File: src/common/dtc_params.svh
// Purpose: Offsets, field positions, reset values and counts of the dual timer/counter
// Assumes: Register indices become byte addresses by multiplying by four
// Notes: Definitions only
`ifndef DTC_PARAMS_SVH
`define DTC_PARAMS_SVH

// Register indices (byte address = index * 4)
`define DTC_IDX_RUN_FLAG 8'h88
`define DTC_IDX_MODE 8'h89
`define DTC_IDX_LOW0 8'h8a
`define DTC_IDX_LOW1 8'h8b
`define DTC_IDX_HIGH0 8'h8c
`define DTC_IDX_HIGH1 8'h8d

// Reset values
`define DTC_MODE_RESET 8'h00
`define DTC_COUNT_RESET 8'h00

// timer_mode_control fields
`define DTC_MOD_GATE1 7
`define DTC_MOD_CT1 6
`define DTC_MOD_MODE1_HI 5
`define DTC_MOD_MODE1_LO 4
`define DTC_MOD_GATE0 3
`define DTC_MOD_CT0 2
`define DTC_MOD_MODE0_HI 1
`define DTC_MOD_MODE0_LO 0

// timer_run_flag_control fields
`define DTC_RF_OVF1 7
`define DTC_RF_RUN1 6
`define DTC_RF_OVF0 5
`define DTC_RF_RUN0 4

// Clock periods per machine cycle
`define DTC_MC_CLOCKS 12
// Width of the machine-cycle prescaler
`define DTC_MC_W 4

`endif

File: src/common/dtc_pkg.sv
// Purpose: Types shared by the dual timer/counter
// Assumes: Mode field encodes 00, 01, 10, 11 in enum order
// Notes: Constants live in dtc_params.svh
`default_nettype none
package dtc_pkg;
  typedef enum logic [1:0] {
    dtc_mode13,
    dtc_mode16,
    dtc_mode8_reload,
    dtc_mode_split
  } dtc_mode_t;
endpackage
`default_nettype wire

File: src/dtc_top.sv
// Purpose: Two 16-bit timer/counters with APB register access
// Assumes: APB slave, zero wait states, pclk at 25 MHz
// Notes: Overflow flags are the interrupt request outputs
`timescale 1ns/10ps
`default_nettype none
`include "dtc_params.svh"
module dtc_top
  import dtc_pkg::*;
#(
  parameter int ADDR_W = 12
) (
  input wire logic pclk,
  input wire logic presetn,
  input wire logic psel,
  input wire logic penable,
  input wire logic pwrite,
  input wire logic [ADDR_W-1:0] paddr,
  input wire logic [31:0] pwdata,
  input wire logic [3:0] pstrb,
  output logic [31:0] prdata,
  output logic pready,
  output logic pslverr,
  input wire logic count_input_0,
  input wire logic count_input_1,
  input wire logic gate_input_0,
  input wire logic gate_input_1,
  input wire logic intr_ack_0,
  input wire logic intr_ack_1,
  output logic overflow_flag_0,
  output logic overflow_flag_1
);
  logic [`DTC_MC_W-1:0] mc_count;
  logic tick;
  logic [7:0] timer_mode_control;
  logic run_control_0;
  logic run_control_1;
  logic [7:0] low_byte_0;
  logic [7:0] high_byte_0;
  logic [7:0] low_byte_1;
  logic [7:0] high_byte_1;
  logic [1:0] fall;
  logic [1:0] gate_level;
  logic [1:0] pin_count;
  logic [1:0] pin_gate;

  // Step one timer: returns {ovf_high, ovf_low, high, low}
  function automatic logic [17:0] dtc_step(input dtc_mode_t mode, input logic split,
                                           input logic [7:0] lo, input logic [7:0] hi,
                                           input logic inc_lo, input logic inc_hi);
    logic [13:0] s13;
    logic [16:0] s16;
    logic [8:0] s8l;
    logic [8:0] s8h;
    logic [17:0] r;
    s13 = {1'b0, hi, lo[4:0]} + 14'h0001;
    s16 = {1'b0, hi, lo} + 17'h00001;
    s8l = {1'b0, lo} + 9'h001;
    s8h = {1'b0, hi} + 9'h001;
    r = {2'b00, hi, lo};
    case (mode)
      dtc_mode13: begin
        if (inc_lo) begin
          r = {1'b0, s13[13], s13[12:5], lo[7:5], s13[4:0]};
        end
      end
      dtc_mode16: begin
        if (inc_lo) begin
          r = {1'b0, s16};
        end
      end
      dtc_mode8_reload: begin
        if (inc_lo) begin
          r = {1'b0, s8l[8], hi, s8l[8] ? hi : s8l[7:0]};
        end
      end
      default: begin
        if (split) begin
          r = {inc_hi & s8h[8], inc_lo & s8l[8],
               inc_hi ? s8h[7:0] : hi, inc_lo ? s8l[7:0] : lo};
        end
      end
    endcase
    return r;
  endfunction

  // Machine-cycle prescaler
  assign tick = (mc_count == `DTC_MC_W'(`DTC_MC_CLOCKS - 1));
  always_ff @(posedge pclk or negedge presetn) begin
    if (!presetn) begin
      mc_count <= '0;
    end else begin
      mc_count <= tick ? '0 : mc_count + `DTC_MC_W'(1);
    end
  end

  assign pin_count = {count_input_1, count_input_0};
  assign pin_gate = {gate_input_1, gate_input_0};

  for (genvar i = 0; i < 2; i++) begin : g_pin
    dtc_input_sampler u_sampler (
      .pclk(pclk),
      .presetn(presetn),
      .tick(tick),
      .count_pin(pin_count[i]),
      .gate_pin(pin_gate[i]),
      .fall(fall[i]),
      .gate_level(gate_level[i])
    );
  end

  // Mode fields and count enables
  dtc_mode_t mode0;
  dtc_mode_t mode1;
  logic enable0;
  logic enable1;
  logic inc0;
  logic inc1;
  logic inc0_high;
  logic split0;
  assign mode0 = dtc_mode_t'(timer_mode_control[`DTC_MOD_MODE0_HI:`DTC_MOD_MODE0_LO]);
  assign mode1 = dtc_mode_t'(timer_mode_control[`DTC_MOD_MODE1_HI:`DTC_MOD_MODE1_LO]);
  assign split0 = (mode0 == dtc_mode_split);
  assign enable0 = run_control_0 & (~timer_mode_control[`DTC_MOD_GATE0] | gate_level[0]);
  assign enable1 = run_control_1 & (~timer_mode_control[`DTC_MOD_GATE1] | gate_level[1]);
  assign inc0 = enable0 & (timer_mode_control[`DTC_MOD_CT0] ? fall[0] : tick);
  assign inc1 = enable1 & (timer_mode_control[`DTC_MOD_CT1] ? fall[1] : tick);
  assign inc0_high = run_control_1 & tick;

  logic [17:0] step0;
  logic [17:0] step1;
  // Timer 1 split step never taken: mode 11 holds it
  assign step0 = dtc_step(mode0, 1'b1, low_byte_0, high_byte_0, inc0, inc0_high);
  assign step1 = dtc_step(mode1, 1'b0, low_byte_1, high_byte_1, inc1, 1'b0);

  // APB decode
  logic [7:0] idx;
  logic addr_ok;
  logic wr_en;
  logic wr_rf;
  logic wr_mode;
  logic wr_low0;
  logic wr_low1;
  logic wr_high0;
  logic wr_high1;
  assign idx = paddr[9:2];
  assign addr_ok = ~|paddr[ADDR_W-1:10] & ~|paddr[1:0];
  assign wr_en = psel & penable & pwrite & pstrb[0] & addr_ok;
  assign wr_rf = wr_en & (idx == `DTC_IDX_RUN_FLAG);
  assign wr_mode = wr_en & (idx == `DTC_IDX_MODE);
  assign wr_low0 = wr_en & (idx == `DTC_IDX_LOW0);
  assign wr_low1 = wr_en & (idx == `DTC_IDX_LOW1);
  assign wr_high0 = wr_en & (idx == `DTC_IDX_HIGH0);
  assign wr_high1 = wr_en & (idx == `DTC_IDX_HIGH1);

  // Overflow flags: set wins over any clear
  logic set0;
  logic set1;
  logic clr0;
  logic clr1;
  logic next_ovf0;
  logic next_ovf1;
  assign set0 = step0[16];
  assign set1 = (split0 ? step0[17] : step1[16]);
  assign clr0 = intr_ack_0 | (wr_rf & ~pwdata[`DTC_RF_OVF0]);
  assign clr1 = intr_ack_1 | (wr_rf & ~pwdata[`DTC_RF_OVF1]);
  assign next_ovf0 = set0 | (overflow_flag_0 & ~clr0);
  assign next_ovf1 = set1 | (overflow_flag_1 & ~clr1);

  // Software writes take priority over a count in the same cycle
  logic [7:0] next_low0;
  logic [7:0] next_high0;
  logic [7:0] next_low1;
  logic [7:0] next_high1;
  assign next_low0 = wr_low0 ? pwdata[7:0] : step0[7:0];
  assign next_high0 = wr_high0 ? pwdata[7:0] : step0[15:8];
  assign next_low1 = wr_low1 ? pwdata[7:0] : step1[7:0];
  assign next_high1 = wr_high1 ? pwdata[7:0] : step1[15:8];

  always_ff @(posedge pclk or negedge presetn) begin
    if (!presetn) begin
      low_byte_0 <= `DTC_COUNT_RESET;
      high_byte_0 <= `DTC_COUNT_RESET;
      low_byte_1 <= `DTC_COUNT_RESET;
      high_byte_1 <= `DTC_COUNT_RESET;
    end else begin
      low_byte_0 <= next_low0;
      high_byte_0 <= next_high0;
      low_byte_1 <= next_low1;
      high_byte_1 <= next_high1;
    end
  end

  // Run bits only gate counting; they never touch the counts
  always_ff @(posedge pclk or negedge presetn) begin
    if (!presetn) begin
      timer_mode_control <= `DTC_MODE_RESET;
      run_control_0 <= 1'b0;
      run_control_1 <= 1'b0;
      overflow_flag_0 <= 1'b0;
      overflow_flag_1 <= 1'b0;
    end else begin
      if (wr_mode) begin
        timer_mode_control <= pwdata[7:0];
      end
      if (wr_rf) begin
        run_control_0 <= pwdata[`DTC_RF_RUN0];
        run_control_1 <= pwdata[`DTC_RF_RUN1];
      end
      overflow_flag_0 <= next_ovf0;
      overflow_flag_1 <= next_ovf1;
    end
  end

  // Read mux; answer captured in the setup cycle
  logic [7:0] rd_byte;
  logic rd_hit;
  always_comb begin
    rd_byte = 8'h00;
    rd_hit = addr_ok;
    if (idx == `DTC_IDX_RUN_FLAG) begin
      rd_byte = 8'h00;
      rd_byte[`DTC_RF_OVF1] = overflow_flag_1;
      rd_byte[`DTC_RF_RUN1] = run_control_1;
      rd_byte[`DTC_RF_OVF0] = overflow_flag_0;
      rd_byte[`DTC_RF_RUN0] = run_control_0;
    end else if (idx == `DTC_IDX_MODE) begin
      rd_byte = timer_mode_control;
    end else if (idx == `DTC_IDX_LOW0) begin
      rd_byte = low_byte_0;
    end else if (idx == `DTC_IDX_LOW1) begin
      rd_byte = low_byte_1;
    end else if (idx == `DTC_IDX_HIGH0) begin
      rd_byte = high_byte_0;
    end else if (idx == `DTC_IDX_HIGH1) begin
      rd_byte = high_byte_1;
    end else begin
      rd_hit = 1'b0;
    end
  end

  assign pready = 1'b1;
  always_ff @(posedge pclk or negedge presetn) begin
    if (!presetn) begin
      prdata <= 32'h0000_0000;
      pslverr <= 1'b0;
    end else if (psel & ~penable) begin
      prdata <= (rd_hit & ~pwrite) ? {24'h00_0000, rd_byte} : 32'h0000_0000;
      pslverr <= ~rd_hit;
    end
  end
endmodule
`default_nettype wire

File: src/dtc_input_sampler.sv
// Purpose: Synchronise one count pin and one gate pin, detect count falls
// Assumes: tick is a one-cycle pulse once per machine cycle
// Notes: fall pulses one cycle after the tick that sees the low sample
`timescale 1ns/10ps
`default_nettype none
module dtc_input_sampler (
  input wire logic pclk,
  input wire logic presetn,
  input wire logic tick,
  input wire logic count_pin,
  input wire logic gate_pin,
  output logic fall,
  output logic gate_level
);
  logic count_meta;
  logic count_sync;
  logic gate_meta;
  logic last_sample;

  always_ff @(posedge pclk or negedge presetn) begin
    if (!presetn) begin
      count_meta <= 1'b0;
      count_sync <= 1'b0;
      gate_meta <= 1'b0;
      gate_level <= 1'b0;
    end else begin
      count_meta <= count_pin;
      count_sync <= count_meta;
      gate_meta <= gate_pin;
      gate_level <= gate_meta;
    end
  end

  // One sample per machine cycle; high then low is one count
  always_ff @(posedge pclk or negedge presetn) begin
    if (!presetn) begin
      last_sample <= 1'b0;
      fall <= 1'b0;
    end else begin
      if (tick) begin
        last_sample <= count_sync;
      end
      fall <= tick & last_sample & ~count_sync;
    end
  end
endmodule
`default_nettype wire

File: config.mk
export PLATFORM = sky130hd
export DESIGN_NAME = dtc_top
export DESIGN_NICKNAME = d
export VERILOG_FILES = /design/src/common/dtc_pkg.sv /design/src/dtc_top.sv /design/src/dtc_input_sampler.sv
export VERILOG_INCLUDE_DIRS = /design/src /design/src/common
export SDC_FILE = /design/constraint.sdc
export NUM_CORES = 1
export LEC_CHECK = 0
export ABC_AREA = 0
export BUFFER_PORTS_ARGS = -buffer_cell sky130_fd_sc_hd__buf_2
export CAP_MARGIN = 10
export CORE_ASPECT_RATIO = 1.4
export CORE_UTILIZATION = 25
export CTS_CLUSTER_SIZE = 24
export DETAILED_ROUTE_END_ITERATION = 8
export GPL_TIMING_DRIVEN = 0
export SYNTH_ARGS = -nofsm -noshare
export SYNTH_HDL_FRONTEND = slang
export SYNTH_HIERARCHICAL = 1
export SYNTH_SLANG_ARGS = --single-unit
File: constraint.sdc
create_clock -name pclk -period 2.6 [get_ports pclk]
set_clock_uncertainty 0.1 [all_clocks]
set_input_delay 0.26 -clock pclk [delete_from_list [all_inputs] [get_ports pclk]]
set_output_delay 0.26 -clock pclk [all_outputs]
set_load 0.03 [all_outputs]
==> flow_summary.rst <==
.. list-table::
   :header-rows: 1

   * - Metric
     - Value
   * - Run status
     - finished clean
   * - Maximum fanout along the worst path
     - 10
   * - PD cells
     - approximately 440 mW/mm²
   * - Portion of synthesized cell area occupied by the leading cell type
     - 0.3605
   * - Startpoint kind of the worst setup timing path
     - flop
   * - Top-level I/O count
     - 95
   * - Area of the die
     - 0.01972 mm²
   * - DRT iter0 DRCs
     - between 300 and 400
   * - First-pass iteration count of the detailed router
     - 5
   * - Seq/Total Area, Yosys
     - 0.3605
   * - Layout Area Growth over Synthesis
     - 20.27%
   * - Total number of yosys warnings
     - 6
   * - Final worst path period need
     - roughly 2.5 ns
   * - Max-cap violation count
     - 0
   * - RSZ-0062 raised after global routing
     - no
   * - Highest-count cells in the layout ignoring fill and taps
     - sky130_fd_sc_hd__dfrtp_1, sky130_fd_sc_hd__nand2_1, sky130_fd_sc_hd__buf_2, sky130_fd_sc_hd__o21ai_0, sky130_fd_sc_hd__nor2_1
   * - H-tree levels
     - 3
   * - Antenna violations before repair
     - 0
   * - Synth top area cells
     - sky130_fd_sc_hd__dfrtp_1, sky130_fd_sc_hd__mux2_2, sky130_fd_sc_hd__nand2_1
   * - Commonest non-fill, non-tap cell in the layout
     - sky130_fd_sc_hd__dfrtp_1
   * - Avg WL per Cell
     - around 17 µm
   * - Period utilization
     - 0.9440
   * - Clock root buffer
     - sky130_fd_sc_hd__clkbuf_16
   * - Hold WC Path Type
     - in2reg
   * - Inserted Clock Buffers
     - 9
   * - Vias post-DR
     - ~4400
   * - Arrival @ worst endpoint
     - approximately 2.6 ns
   * - Clock net sink count
     - 69
   * - Number of enable-type register cells in the synthesized netlist
     - 0
   * - Crit path max-delay cell type
     - sky130_fd_sc_hd__o21ai_1
   * - Maximum clock frequency
     - between 400 and 500 MHz
   * - Routed vias/inst
     - about 5.0
   * - Overall overflow remaining after global route
     - 0
   * - Post-detailed-placement half-perimeter wirelength
     - about 11000 µm
   * - Cell taking the most area after synthesis
     - sky130_fd_sc_hd__dfrtp_1
   * - Worst path buffer plus inverter count
     - 2
   * - Yosys cell types
     - 67
   * - Largest net degree at the start of global routing
     - 47
   * - Post-route total power
     - between 0.002 and 0.003 W
   * - Global-route wire length before repair
     - approximately 24000 µm
   * - Hold Worst Slack
     - between 0.1 and 0.15 ns
   * - Clock Latency Late Sink
     - ~0.34 ns
   * - Worst-path clk slew
     - around 0.060 ns
   * - Critical-path cell list
     - ha_1 > and3b_1 > buf_6 > o2111ai_2 > o21ai_1 > buf_2 > nand2_1 > a21oi_1 > o21ai_0
   * - Crit-path leading delay family
     - compound AO/OA/AOI/OAI gates
   * - Chip Width
     - between 100 and 150 µm
   * - Post-synthesis cell area
     - around 0.0048 mm²
   * - Total DRC errors in the routed layout
     - 0
   * - Total GRT Usage
     - 0.1582
   * - TritonCTS clock tree
     - done
   * - Flip-flop cell with the highest count after synthesis
     - sky130_fd_sc_hd__dfrtp_1
   * - Number of setup violations in the final report
     - 0
   * - Fin. max-slew vios
     - 0
   * - Slew HR
     - 0.6219
   * - Fin area
     - 0.005761 mm²
   * - Slew of the pin with the lowest slew margin
     - ~0.57 ns
   * - Critical Path Sink Type
     - flop
   * - Number of buffer cells added on primary ports
     - 40
   * - Final-layout setup total negative slack
     - 0 ns
   * - Count of final hold-check violations
     - 0
   * - Final routed wirelength across all metal layers
     - 15100 µm
   * - N_diodes
     - 0
   * - Startpoint-to-endpoint class of the critical path
     - reg2reg
   * - Final nets
     - around 700
   * - Fraction of final layout cells sized beyond drive strength 1
     - 0.2084
   * - Deepest clock path buffer count
     - 2
   * - Post-Synthesis Cells
     - 558
   * - Ys async rst share
     - 1.000
   * - Flip-flop and latch count after synthesis
     - between 60 and 70
   * - GP Congestion
     - 0.9339
   * - Core footprint
     - ~0.019 mm²
   * - Avg Inst Size Synth
     - about 8.6 µm²
   * - Number of routed nets with antenna violations
     - 0
   * - IR drop worst, VDD
     - around 230 µV
   * - Initial Util
     - 0.2564
   * - Leak
     - 2.474 nW
   * - Number of global-route vias before repair
     - approximately 4400
   * - Chip Height
     - 165.8 µm
   * - Standard-cell rows
     - ~60
   * - Max incr delay on CP
     - approximately 0.47 ns
   * - Required time worst endpoint
     - 2.72 ns
   * - Area of placed instances
     - ~0.0054 mm²
[final timing paths]
kind                            cells after the start  slack (ns)                              startpoint                                       to
worst max-delay path                                9        0.15                   mc_count[0]$_DFF_PN0_               high_byte_0[1]$_DFFE_PN0P_
worst min register to register                      0        0.25  g_pin[1].u_sampler/gate_meta$_DFF_PN0_  g_pin[1].u_sampler/gate_level$_DFF_PN0_
worst min-delay path                                4        0.10                              intr_ack_0                overflow_flag_0$_DFF_PN0_
worst max register to register                      9        0.15                   mc_count[0]$_DFF_PN0_               high_byte_0[1]$_DFFE_PN0P_
max in group asynchronous                           3        1.59                                 presetn               high_byte_1[5]$_DFFE_PN0P_
min in group asynchronous                           2        0.26                                 presetn                    mc_count[2]$_DFF_PN0_
[kinds of logic (layout without fill, tap and decap cells)]
group | Yosys count | count (layout) | share of synthesized area
xor+xnor | 22 | 22 | 0.04023
other cells | 2 | 25 | 0.001568
fa+ha+maj | 4 | 4 | 0.01045
mux | 35 | 35 | 0.08333
compound gates | 139 | 139 | 0.1915
buf+inv | 69 | 131 | 0.07968
flops | 69 | 69 | 0.3605
simple gates | 218 | 218 | 0.2328
[state kept, by name, summed over array words and instances (netlist names)]
signal	count
g_pin.u_sampler/last_sample	2
g_pin.u_sampler/gate_meta	2
g_pin.u_sampler/fall	2
low_byte_1	8
g_pin.u_sampler/gate_level	2
high_byte_0	8
run_control_0	1
g_pin.u_sampler/count_sync	2
mc_count	4
prdata	8
run_control_1	1
overflow_flag_0	1
pslverr	1
high_byte_1	8
low_byte_0	8
overflow_flag_1	1
g_pin.u_sampler/count_meta	2
timer_mode_control	8
[cell usage after synthesis (4+ instances only)]
cell,n
sky130_fd_sc_hd__a211oi_1,8
sky130_fd_sc_hd__a21o_1,5
sky130_fd_sc_hd__a21oi_1,27
sky130_fd_sc_hd__a22o_1,6
sky130_fd_sc_hd__and3_1,9
sky130_fd_sc_hd__and4_1,4
sky130_fd_sc_hd__buf_2,15
sky130_fd_sc_hd__buf_4,25
sky130_fd_sc_hd__clkbuf_1,19
sky130_fd_sc_hd__dfrtp_1,69
sky130_fd_sc_hd__ha_1,4
sky130_fd_sc_hd__inv_1,7
sky130_fd_sc_hd__mux2_2,21
sky130_fd_sc_hd__mux2i_1,11
sky130_fd_sc_hd__nand2_1,63
sky130_fd_sc_hd__nand2b_1,9
sky130_fd_sc_hd__nand3_1,21
sky130_fd_sc_hd__nand4_1,16
sky130_fd_sc_hd__nor2_1,38
sky130_fd_sc_hd__nor2b_1,10
sky130_fd_sc_hd__nor3_1,19
sky130_fd_sc_hd__nor4_1,4
sky130_fd_sc_hd__o211ai_1,5
sky130_fd_sc_hd__o21ai_0,43
sky130_fd_sc_hd__o22ai_1,9
sky130_fd_sc_hd__o31ai_1,6
sky130_fd_sc_hd__or3_1,4
sky130_fd_sc_hd__xnor2_1,10
sky130_fd_sc_hd__xor2_1,12
[final cells by class]
type	count	area, µm²
fill	1972	12920
multi-input combinational	443	2768
sequential	69	1727
buffer	62	355.3
tap	244	305.3
timing repair buffer	46	280.3
clock buffer	10	229.0
clock inverter	6	70.07
inverter	7	26.28
[report_power, final]
group,internal (W),switching (W)
clock,0.000751,0.000504
sequential,0.00108,0.00000354
combinational,0.0000723,0.000139
[metal layers]
metal	up-vias	global-route usage	wire length, µm
met2	148	0.2897	8047
met1	2117	0.1766	5938
met3	38	0.02576	587
met5	-	0	0
li1	2142	-	-
met4	0	0.07210	522
[worst min-delay path, cell delays in order]
cell	delay (ns)
sky130_fd_sc_hd__buf_2	0.08
sky130_fd_sc_hd__nor2b_1	0.03
sky130_fd_sc_hd__o21ai_0	0.05
sky130_fd_sc_hd__o21ai_0	0.07
[per-stage QoR]
step	instances	setup WS [ns]	utilization
global route	887	0.02024	0.3084
CTS	887	0.1577	0.3084
detailed placement	866	0.1550	0.2897
global placement	865	0.1070	0.2881
finish	887	0.1455	0.3084
floorplan	581	0.5139	-
[what timing repair did]
item                      CTS  global route
hold endpoints to repair   27             0
hold buffers                5             0
buffers inserted            0             0
resized for setup           0             0
Note: power is estimated with default switching activity, not from simulation.
